$ cat src/design/nand_host_pkg.sv
// Shared constants and types for the NAND flash host controller
package nand_host_pkg;
  localparam int CLK_PERIOD_NS = 20;
  localparam int READ_CYCLE_NS = 60;
  localparam int STROBE_CYC    = (READ_CYCLE_NS + CLK_PERIOD_NS - 1) / CLK_PERIOD_NS;
  localparam int WB_NS         = 100;
  localparam int WB_CYC        = (WB_NS + CLK_PERIOD_NS - 1) / CLK_PERIOD_NS;
  localparam logic [2:0] PHASE_LAST   = 3'(STROBE_CYC);
  localparam logic [2:0] PHASE_SAMPLE = 3'(STROBE_CYC - 1);
  localparam logic [9:0] WB_COUNT     = 10'(WB_CYC);
  localparam int FIFO_DEPTH = 16;
  localparam int DATA_W     = 8;
  localparam logic [7:0] CMD_READ_LO = 8'h00;
  localparam logic [7:0] CMD_READ_HI = 8'h01;
  localparam logic [7:0] CMD_PROG    = 8'h80;
  localparam logic [7:0] CMD_PROG_GO = 8'h10;
  localparam logic [7:0] CMD_ERASE   = 8'h60;
  localparam logic [7:0] CMD_ERASE_GO = 8'hD0;
  localparam logic [1:0] ADDR_FIRST_FULL  = 2'h0;
  localparam logic [1:0] ADDR_FIRST_ERASE = 2'h1;
  localparam logic [1:0] ADDR_LAST        = 2'h3;

  typedef enum logic [1:0] {
    OP_READ  = 2'h0,
    OP_PROG  = 2'h1,
    OP_ERASE = 2'h2
  } op_t;

  typedef struct packed {
    op_t         op;
    logic        half;
    logic [7:0]  col;
    logic [16:0] row;
    logic [9:0]  len;
  } req_t;

  typedef struct packed {
    logic       ce_n;
    logic       cle;
    logic       ale;
    logic       we_n;
    logic       read_strobe_n;
    logic       wp_n;
    logic       bus_oe;
    logic [7:0] bus_out;
  } pins_t;

  localparam pins_t PINS_IDLE = '{ce_n: 1'b1, cle: 1'b0, ale: 1'b0, we_n: 1'b1,
                                  read_strobe_n: 1'b1, wp_n: 1'b0, bus_oe: 1'b0,
                                  bus_out: 8'h00};
endpackage

$ cat src/design/nand_host.sv
// Data FIFO and NAND flash host controller
`timescale 1ns/1ps

////////////////////////////////////////////////////////////////////////////////
module nand_wdata_fifo #(
  parameter int WIDTH = 8,
  parameter int DEPTH = 16
) (
  input  wire logic             clk,
  input  wire logic             arst_n,
  input  wire logic [WIDTH-1:0] in_data,
  input  wire logic             in_valid,
  output logic                  in_ready,
  output logic      [WIDTH-1:0] out_data,
  output logic                  out_valid,
  input  wire logic             out_ready
);
  localparam int AW = $clog2(DEPTH);
  logic [WIDTH-1:0] mem_q [DEPTH];
  logic [AW-1:0]    wr_q, wr_d, rd_q, rd_d;
  logic [AW:0]      cnt_q, cnt_d;
  logic             push, pop;

  assign in_ready  = (cnt_q != (AW+1)'(DEPTH));
  assign out_valid = (cnt_q != '0);
  assign out_data  = mem_q[rd_q];
  assign push      = in_valid && in_ready;
  assign pop       = out_valid && out_ready;

  always_comb begin
    wr_d  = push ? wr_q + 1'b1 : wr_q;
    rd_d  = pop ? rd_q + 1'b1 : rd_q;
    cnt_d = cnt_q + (AW+1)'(push) - (AW+1)'(pop);
  end

  always_ff @(posedge clk or negedge arst_n) begin
    if (!arst_n) begin
      wr_q  <= '0;
      rd_q  <= '0;
      cnt_q <= '0;
    end else begin
      wr_q  <= wr_d;
      rd_q  <= rd_d;
      cnt_q <= cnt_d;
    end
  end

  // Storage needs no reset; empty flag guards reads
  always_ff @(posedge clk) begin
    if (push) begin
      mem_q[wr_q] <= in_data;
    end
  end
endmodule

////////////////////////////////////////////////////////////////////////////////
module nand_host (
  input  wire logic                 clk,
  input  wire logic                 arst_n,
  input  wire nand_host_pkg::req_t  req,
  input  wire logic                 req_valid,
  output logic                      req_ready,
  input  wire logic [7:0]           wdata,
  input  wire logic                 wdata_valid,
  output logic                      wdata_ready,
  output logic [7:0]                rdata,
  output logic                      rdata_valid,
  output logic                      done,
  output nand_host_pkg::pins_t      pins,
  input  wire logic [7:0]           shared_bus_in,
  input  wire logic                 ready_busy
);
  typedef enum logic [3:0] {
    ST_IDLE  = 4'h0,
    ST_CMD   = 4'h1,
    ST_ADDR  = 4'h3,
    ST_XFER  = 4'h2,
    ST_CMD2  = 4'h6,
    ST_WAITB = 4'h7,
    ST_WAITR = 4'h5,
    ST_DONE  = 4'h4
  } state_t;

  state_t                state_q, state_d;
  nand_host_pkg::req_t   req_q, req_d;
  nand_host_pkg::pins_t  pins_q, pins_d;
  logic [2:0]            phase_q, phase_d;
  logic [9:0]            cnt_q, cnt_d;
  logic [1:0]            aidx_q, aidx_d;
  logic [7:0]            rdata_q, rdata_d;
  logic                  rvalid_q, rvalid_d;
  logic [7:0]            fifo_data;
  logic                  fifo_valid, fifo_pop;
  logic                  strobing, is_read, go, last_phase, req_fire;
  logic [7:0]            byte_sel;

  nand_wdata_fifo #(.WIDTH(nand_host_pkg::DATA_W), .DEPTH(nand_host_pkg::FIFO_DEPTH)) u_fifo (
    .clk       (clk),
    .arst_n    (arst_n),
    .in_data   (wdata),
    .in_valid  (wdata_valid),
    .in_ready  (wdata_ready),
    .out_data  (fifo_data),
    .out_valid (fifo_valid),
    .out_ready (fifo_pop)
  );

  assign pins        = pins_q;
  assign rdata       = rdata_q;
  assign rdata_valid = rvalid_q;
  assign done        = (state_q == ST_DONE);
  // Only start when the device reports ready
  assign req_ready   = (state_q == ST_IDLE) && ready_busy;
  assign req_fire    = req_valid && req_ready;
  assign is_read     = (req_q.op == nand_host_pkg::OP_READ);
  assign strobing    = (state_q == ST_CMD) || (state_q == ST_ADDR) ||
                       (state_q == ST_XFER) || (state_q == ST_CMD2);
  // Program data stalls the strobe until the FIFO has a byte
  assign go          = (state_q != ST_XFER) || is_read || fifo_valid;
  assign last_phase  = (phase_q == nand_host_pkg::PHASE_LAST);
  assign fifo_pop    = (state_q == ST_XFER) && !is_read && (phase_q == 3'h0) && fifo_valid;

  ////////////////////////////////////////////////////////////////////////////////
  always_comb begin
    byte_sel = 8'h00;
    case (state_q)
      ST_CMD: begin
        case (req_q.op)
          nand_host_pkg::OP_READ:
            byte_sel = req_q.half ? nand_host_pkg::CMD_READ_HI
                                  : nand_host_pkg::CMD_READ_LO;
          nand_host_pkg::OP_PROG:  byte_sel = nand_host_pkg::CMD_PROG;
          default:                 byte_sel = nand_host_pkg::CMD_ERASE;
        endcase
      end
      ST_ADDR: begin
        case (aidx_q)
          2'h0:    byte_sel = req_q.col;
          2'h1:    byte_sel = req_q.row[7:0];
          2'h2:    byte_sel = req_q.row[15:8];
          default: byte_sel = {7'h00, req_q.row[16]};
        endcase
      end
      ST_XFER: byte_sel = fifo_data;
      ST_CMD2: byte_sel = (req_q.op == nand_host_pkg::OP_PROG) ?
                          nand_host_pkg::CMD_PROG_GO : nand_host_pkg::CMD_ERASE_GO;
      default: byte_sel = 8'h00;
    endcase
  end

  ////////////////////////////////////////////////////////////////////////////////
  always_comb begin
    state_d  = state_q;
    req_d    = req_q;
    phase_d  = phase_q;
    cnt_d    = cnt_q;
    aidx_d   = aidx_q;
    rdata_d  = rdata_q;
    rvalid_d = 1'b0;
    pins_d   = pins_q;
    if (strobing && (phase_q != 3'h0 || go)) begin
      phase_d = last_phase ? 3'h0 : phase_q + 3'h1;
    end
    // Byte loaded in setup phase; strobe low for phases 1..last-1
    if (strobing && phase_q == 3'h0 && go) begin
      pins_d.bus_out = byte_sel;
      pins_d.bus_oe  = !(state_q == ST_XFER && is_read);
    end
    pins_d.we_n          = !(strobing && !(state_q == ST_XFER && is_read) &&
                             phase_d != 3'h0 && phase_d != nand_host_pkg::PHASE_LAST);
    pins_d.read_strobe_n = !(state_q == ST_XFER && is_read &&
                             phase_d != 3'h0 && phase_d != nand_host_pkg::PHASE_LAST);
    pins_d.cle = (state_q == ST_CMD) || (state_q == ST_CMD2);
    pins_d.ale = (state_q == ST_ADDR);
    // Read data valid well after the strobe fall; take it on the last low phase
    if (state_q == ST_XFER && is_read && phase_q == nand_host_pkg::PHASE_SAMPLE) begin
      rdata_d  = shared_bus_in;
      rvalid_d = 1'b1;
    end
    case (state_q)
      ST_IDLE: begin
        pins_d = nand_host_pkg::PINS_IDLE;
        if (req_fire) begin
          req_d       = req;
          state_d     = ST_CMD;
          pins_d.ce_n = 1'b0;
          // Protection released only for program or erase
          pins_d.wp_n = (req.op != nand_host_pkg::OP_READ);
          aidx_d      = (req.op == nand_host_pkg::OP_ERASE) ?
                        nand_host_pkg::ADDR_FIRST_ERASE : nand_host_pkg::ADDR_FIRST_FULL;
        end
      end
      ST_CMD: begin
        if (last_phase) begin
          state_d = ST_ADDR;
        end
      end
      ST_ADDR: begin
        if (last_phase) begin
          aidx_d = aidx_q + 2'h1;
          if (aidx_q == nand_host_pkg::ADDR_LAST) begin
            cnt_d   = '0;
            state_d = (req_q.op == nand_host_pkg::OP_ERASE) ? ST_CMD2 :
                      (req_q.op == nand_host_pkg::OP_PROG) ? ST_XFER : ST_WAITB;
          end
        end
      end
      ST_XFER: begin
        if (last_phase) begin
          cnt_d = cnt_q + 10'h001;
          if (cnt_q + 10'h001 >= req_q.len) begin
            cnt_d   = '0;
            state_d = is_read ? ST_DONE : ST_CMD2;
          end
        end
      end
      ST_CMD2: begin
        if (last_phase) begin
          state_d = ST_WAITB;
        end
      end
      ST_WAITB: begin
        // Busy flag needs time to fall after the last latch
        cnt_d = cnt_q + 10'h001;
        if (cnt_q >= nand_host_pkg::WB_COUNT) begin
          state_d = ST_WAITR;
        end
      end
      ST_WAITR: begin
        cnt_d = '0;
        if (ready_busy) begin
          state_d = (is_read && req_q.len != '0) ? ST_XFER : ST_DONE;
        end
      end
      ST_DONE: begin
        state_d = ST_IDLE;
        pins_d  = nand_host_pkg::PINS_IDLE;
      end
      default: state_d = ST_IDLE;
    endcase
  end

  always_ff @(posedge clk or negedge arst_n) begin
    if (!arst_n) begin
      state_q  <= ST_IDLE;
      req_q    <= '0;
      pins_q   <= nand_host_pkg::PINS_IDLE;
      phase_q  <= 3'h0;
      cnt_q    <= 10'h000;
      aidx_q   <= 2'h0;
      rdata_q  <= 8'h00;
      rvalid_q <= 1'b0;
    end else begin
      state_q  <= state_d;
      req_q    <= req_d;
      pins_q   <= pins_d;
      phase_q  <= phase_d;
      cnt_q    <= cnt_d;
      aidx_q   <= aidx_d;
      rdata_q  <= rdata_d;
      rvalid_q <= rvalid_d;
    end
  end

  ////////////////////////////////////////////////////////////////////////////////
  chk_latch_strobes_exclusive: assert property (@(posedge clk) disable iff (!arst_n)
    !(pins_q.cle && pins_q.ale)) else $error("cle and ale both high");
  chk_write_chip_select: assert property (@(posedge clk) disable iff (!arst_n)
    !pins_q.we_n |-> !pins_q.ce_n) else $error("write strobe without chip select");
  chk_write_pulse_width: assert property (@(posedge clk) disable iff (!arst_n)
    $fell(pins_q.we_n) |=> !pins_q.we_n ##1 pins_q.we_n) else $error("bad write pulse");
  chk_read_high_time: assert property (@(posedge clk) disable iff (!arst_n)
    $rose(pins_q.read_strobe_n) && state_q == ST_XFER |-> pins_q.read_strobe_n[*2])
    else $error("read strobe cycle too short");
  chk_read_bus_released: assert property (@(posedge clk) disable iff (!arst_n)
    !pins_q.read_strobe_n |-> !pins_q.bus_oe) else $error("host drives bus during read");
  chk_read_capture: assert property (@(posedge clk) disable iff (!arst_n)
    rvalid_q |-> !$past(pins_q.read_strobe_n) && !$past(pins_q.read_strobe_n, 2))
    else $error("read data taken outside strobe");
  chk_start_when_ready: assert property (@(posedge clk) disable iff (!arst_n)
    state_q == ST_IDLE && state_d == ST_CMD |-> ready_busy) else $error("start while busy");
  chk_erase_row_only: assert property (@(posedge clk) disable iff (!arst_n)
    state_q == ST_ADDR && req_q.op == nand_host_pkg::OP_ERASE |-> aidx_q != 2'h0)
    else $error("column cycle sent for erase");
  chk_fourth_addr_low: assert property (@(posedge clk) disable iff (!arst_n)
    pins_q.ale && !pins_q.we_n && aidx_q == 2'h3 |-> pins_q.bus_out[7:1] == 7'h00)
    else $error("fourth address cycle spare bits set");
  chk_protect_idle: assert property (@(posedge clk) disable iff (!arst_n)
    state_q == ST_IDLE && $past(state_q) == ST_IDLE |-> !pins_q.wp_n)
    else $error("write protect released while idle");

  cov_read_done: cover property (@(posedge clk) disable iff (!arst_n)
    done && req_q.op == nand_host_pkg::OP_READ);
  cov_prog_done: cover property (@(posedge clk) disable iff (!arst_n)
    done && req_q.op == nand_host_pkg::OP_PROG);
  cov_erase_done: cover property (@(posedge clk) disable iff (!arst_n)
    done && req_q.op == nand_host_pkg::OP_ERASE);
  cov_fifo_stall: cover property (@(posedge clk) disable iff (!arst_n)
    state_q == ST_XFER && !is_read && !fifo_valid);
endmodule

$ cat config.mk
export PLATFORM = sky130hd
export DESIGN_NAME = nand_host
export DESIGN_NICKNAME = d
export VERILOG_FILES = /design/src/design/nand_host_pkg.sv /design/src/design/nand_host.sv
export SDC_FILE = /design/constraint.sdc
export NUM_CORES = 1
export LEC_CHECK = 0
export BUFFER_PORTS_ARGS = -buffer_cell sky130_fd_sc_hd__buf_2
export CORE_ASPECT_RATIO = 0.8
export CORE_UTILIZATION = 50
export DETAILED_ROUTE_END_ITERATION = 6
export PLACE_DENSITY = 0.67
export SYNTH_ARGS = -nofsm -noshare
export SYNTH_HDL_FRONTEND = slang
export SYNTH_HIERARCHICAL = 1
export SYNTH_SLANG_ARGS = --single-unit
$ cat constraint.sdc
create_clock -name clk -period 3.08 [get_ports clk]
set_input_delay 0.616 -clock clk [delete_from_list [all_inputs] [get_ports clk]]
set_output_delay 0.616 -clock clk [all_outputs]
set_load 0.05 [all_outputs]
## Yosys cells after proc, flatten, opt, wreduce, memory -nomap -nowiden

Memories as Yosys holds them, arrays and structs flattened.
Cells that the tools add are included.

| operators by class | value |
|---|---|
| mux-type cells | 37 |
| multiply operators | 0 |
| bitwise gates (word level) | 0 |
| div/mod/pow operators | 0 |
| add/subtract/negate cells | 7 |
| shift operators | 0 |
| equality and inequality tests | 27 |
| $lt $le $gt $ge | 2 |
| reductions and logical operators | 46 |

Operators by type and width:

| kind | number |
|---|---|
| 10-bit two-way mux | 4 |
| 10-bit one-hot mux with 4 select lines | 1 |
| 4-bit two-way mux | 9 |
| 8-bit one-hot mux with 4 select lines | 1 |
| 15-bit one-hot mux with 2 select lines | 1 |
| 4-bit one-hot mux with 7 select lines | 1 |
| 8-bit one-hot mux with 3 select lines | 1 |
| 1-bit logical AND | 18 |
| 4-bit by 3-bit == test with 1-bit output, second input constant | 4 |
| 8-bit one-hot mux with 2 select lines | 1 |
| 3-bit two-way mux | 5 |
| 2-bit != test, second input constant | 7 |
| 10-bit by 1-bit adder with 10-bit output, second input constant | 1 |
| 10-bit >= comparator | 1 |
| 10-bit by 3-bit >= comparator with 1-bit output, second input constant | 1 |
| 10-bit nonzero test | 1 |
| 9-bit two-way mux | 1 |
| 9-bit AND reduction | 1 |
| 3-bit nonzero test | 3 |
| 4-bit by 1-bit adder with 4-bit output, second input constant | 2 |
| 2-bit == test, second input constant | 4 |
| 4-bit by 2-bit == test with 1-bit output, second input constant | 2 |
| 8-bit two-way mux | 1 |
| 1-bit logical OR | 7 |
| 24 further kinds | 41 |

| storage, ports and cells | value |
|---|---|
| bits in latches | 0 |
| memory bits (read-only) | 0 |
| word-level logic and storage cells | 142 |
| RAM bits | 128 |
| register bits after elaboration | 94 |
| memories | 1 |
| output and inout port bits | 27 |

Memories:

| memory | words | bits a word | rd ports | clocked after memory_dff | write ports | line | text |
|---|---|---|---|---|---|---|---|
| u_fifo.mem_q | 16 | 8 | 1 | 0 | 1 | nand_host.sv:19 | `logic [WIDTH-1:0] mem_q [DEPTH];` |

## Logic depth before layout (Yosys ltp)

| depth | value |
|---|---|
| depth in word-level cells | 11 |
| mapped depth | 15 |
| depth with buffers taken out | 14 |

## By module

Netlist, hierarchy kept.

Modules (own cells, without submodules):

| module | area each (sq um) | instances | cells an instance |
|---|---|---|---|
| nand_wdata_fifo | 5748.0 | 1 | 321 |
| nand_host | 4165.2 | 1 | 401 |

## Worst setup path after synthesis

OpenSTA, ideal clock, no wires.

| timing path | value |
|---|---|
| kind | input port to flip-flop |
| start point | in ready_busy |
| end point | reg req_q[26] (netlist name) |
| stages | 4 |
| buffers on the path | 1 |
| setup slack | -0.301 ns |
| data arrival time | 3.256 ns |
| cells stage by stage | nor4b_1 nand2_1 clkbuf_1 mux2_2 |

| between the ends | value |
|---|---|
| word-level cells in the longest chain between the ends | 3 |

Ends and longest elaborated chain:

| item | line | text |
|---|---|---|
| start: declaration | nand_host.sv:71 | `input wire logic ready_busy` |
| 1-bit logical AND | nand_host.sv:113 | `assign req_ready = (state_q == ST_IDLE) && ready_busy;` |
| 1-bit logical AND | nand_host.sv:114 | `assign req_fire = req_valid && req_ready;` |
| 2-bit AND reduction (no source line) | - |  |
| end signal: assignment | nand_host.sv:255 | `req_q <= req_d;` |
| end: declaration | nand_host.sv:85 | `nand_host_pkg::req_t req_q, req_d;` |

Every way passes these cells.
A chain may end at the register's enable or synchronous reset.

==> flow_summary.toml <==
[synth]
synth_area_per_cell_um2 = 13.73
async_flop_share = 0.4208
ys_types = 63
netlist.area_leader.share = 0.3877
seq_area_frac_synth = 0.6229
syn-num-nets = 816
yosys_register_bits = 221
syn_area_mm2 = 0.009913
syn_inst = 722
synth_edf_count = 128
synth_top_flop_cell = "edfxtp_1"
synth_area_leaders = "edfxtp_1 39%, dfrtp_1 23%, ha_1 4.3%, mux2_2 4.2%, mux4_2 3.6%"
synth_top_cell_by_area = "edfxtp_1"
ys.warnings.count = 6

[drt]
ant_nets = 0
wl_mm = 21.92
num_vias = 6348
drcViolationCount = 0
avgViaCountPerCell = 5.760
dr.pass1.iters = 6
drt_iter0_markers = 556
wl_per_cell_um = 19.89

[cells_and_area]
regArea_mm2 = 0.006176
multi_input_area_mm2 = 0.003427
fin_nets = 921
layout-drive-gt1-share = 0.2630
fillCellCount = 1443
antenna_cells = 0
area_growth_pct = 16.51
final_core_util = 0.6016

[sta]
max_freq_mhz = 339.8
period_share = 0.9555
clock_skew_ps = 8.249
finalSetupViolations = 0
fin_setup_tns_ps = 0
setup_slack_ps = 137.1
maxSlewViolCount = 0
hold_violations = 0
worstMarginPinSlew_ps = 1039
timing.slew.headroom = 0.3071
period_needed_ps = 2943

[clock_network]
tritoncts = "done"
htreeDepth = 1
cts.sinks = 221
cts_buffers = 23
root_buffer = "clkbuf_16"
clkLatencyLatePin_ps = 520
cts_buffer_depth = 3
clk_pin_slew_ps = 60

[outcome]
outcome = "finished, final reports clean"

[global_route]
grt_max_degree = 81
grt_overflow = 0
grt_pass1_vias = 6141
grt_use_total = 0.2184
antenna_found_initial = 0
grt_pass1_wl_mm = 34.22

[floorplan]
die_h_um = 127.9
dieArea_mm2 = 0.02040
start_util = 0.5163
ios = 86
num_rows = 45
die_w_um = 159.4
core-area_mm2 = 0.01920

[critical_path]
crit_required_ps = 3520
max_stage_delay_ps = 550
path_class = "reg2reg"
path_cells = "and3_4 -> nand3_2 -> nor3_4 -> xor2_2 -> ha_1 -> a211oi_1 -> nor2_1 -> or4b_4 -> o21ai_4 -> buf_4 -> nand2b_1 -> o22ai_1"
critPathSlowestCell = "or4b_4"
rr_worst_depth = 12
startpoint_type = "flip-flop"
critPathCaptureType = "flip-flop"
crit_arrival_ps = 3380
critPathMaxFanout = 6
reg2reg_slack_ps = 140

[worst_hold_path]
hold_class = "in2async"

[placement]
port_buffers = 85
hpwl_mm = 15.22
post-place-ws_ps = 85.47
place_congestion = 0.8373

[power_and_ir_drop]
max-vdd-ir-drop_v = 0.0004690
p_per_area_mw_per_mm2 = 926.6
p_leak_uw = 0.004681

[flow_run]
max_cap_violations = 0
## metal layers
layer | track usage | up-vias | wire, um
met1 | 0.3196 | 3219 | 9837
li1 | - | 2901 | -
met3 | 0.02847 | 37 | 1350
met2 | 0.3475 | 191 | 10260
met4 | 0.05826 | 0 | 469
met5 | 0 | - | 0
## kinds of logic (layout without fill, tap and decap cells)
logic type	count (synthesis)	count (layout)	synth area share
flops	221	221	0.6229
simple gates	154	154	0.07939
compound gates	122	122	0.08684
mux	88	88	0.1147
buf+inv	84	206	0.03534
fa+ha+maj	35	35	0.04493
xor+xnor	18	18	0.01590
## synthesized netlist by cell type, types with 3 or more instances
master and count:
nor3_1 7, xnor2_1 11, mux2_2 37, o2bb2ai_1 3
a222oi_1 8, nand4_1 4, mux4_2 16, clkbuf_1 15
inv_1 45, nor2_1 19, ha_1 34, a211oi_1 4
a22o_1 7, a21oi_1 17, edfxtp_1 128, dfrtp_1 90
mux2i_1 33, nor2b_1 3, nand2_1 63, a221oi_1 17
a22oi_1 11, o22ai_1 3, a21o_1 3, nand2b_1 10
buf_2 16, nor4_1 10, o21ai_0 34, and2_1 10
xor2_1 7, dfstp_2 3, nor3b_1 3, nand3_1 11
## layout make-up
class                           instances  area share
Sequential cell                       221      0.5347
Timing Repair Buffer                  116     0.05828
Inverter                               48     0.01560
Clock inverter                         12     0.01462
Multi-Input combinational cell        417      0.2967
Clock buffer                           30     0.05211
Tap cell                              258     0.02795
## repair_timing
action | in CTS | in global routing
gates resized for setup | 0 | 9
hold buffers | 0 | 0
setup endpoints to repair | 0 | 13
buffers inserted | 0 | 2
## worst max-delay path, delay by kind of cell, from the launching register on
| kind | cells | cell delay, ps |
|---|---|---|
| XOR/XNOR | 1 | 190 |
| AND/OR/NAND/NOR | 6 | 1300 |
| buffers and inverters | 1 | 150 |
| adder cells (fa/ha/maj) | 1 | 270 |
| flip-flops | 1 | 430 |
| AO/OA/AOI/OAI | 3 | 520 |
## flip-flops by register name, indices dropped and copies added (netlist names), 3 cells and up
register / flops
u_fifo/mem_q: 128
req_q: 38
pins: 15
cnt_q: 10
rdata: 8
u_fifo/cnt_q: 5
u_fifo/rd_q: 4
u_fifo/wr_q: 4
phase_q: 3
state_q: 3
## final timing paths
path,to,startpoint
worst max-delay path,cnt_q[2]$_DFFE_PN0P_,cnt_q[2]$_DFFE_PN0P_
worst min-delay path,cnt_q[5]$_DFFE_PN0P_,arst_n
worst max register to register,cnt_q[2]$_DFFE_PN0P_,cnt_q[2]$_DFFE_PN0P_
worst min register to register,rdata[4]$_DFFE_PN0P_,rdata[4]$_DFFE_PN0P_
max in group asynchronous,req_q[22]$_DFFE_PN0P_,arst_n
min in group clk,pins[14]$_DFFE_PN1N_,req_valid
## cells in the final DEF, fill, tap and decap left out, types with 11 or more instances in the layout
master / n
o21ai_0: 32
mux2i_1: 33
a21oi_1: 17
ha_1: 33
mux4_2: 16
buf_4: 31
nor2_1: 19
a22oi_1: 11
mux2_2: 37
inv_1: 45
xnor2_1: 11
clkbuf_16: 23
edfxtp_1: 128
dfrtp_1: 89
a221oi_1: 17
buf_2: 84
nand2_1: 63
## stage by stage
stage | hold WS, ps | total power, uW | instance area (um2) | std cells
floorplan | 320.4 | 6820 | 9920 | 722
global placement | 452.9 | 7742 | 10730 | 1058
detailed placement | 458.8 | 7892 | 10730 | 1058
CTS | 260.8 | 10760 | 11500 | 1100
global route | 276.9 | 11280 | 11550 | 1102
finish | 263.6 | 10700 | 11550 | 1102
## report_power, final
group          switching (uW)  total (uW)  internal, uW
logic                    2190        3630          1440
registers                 424        4230          3800
clock network            1120        2840          1720
total                    3740       10700          6960
No activity file was read; power rests on OpenSTA's default activity.
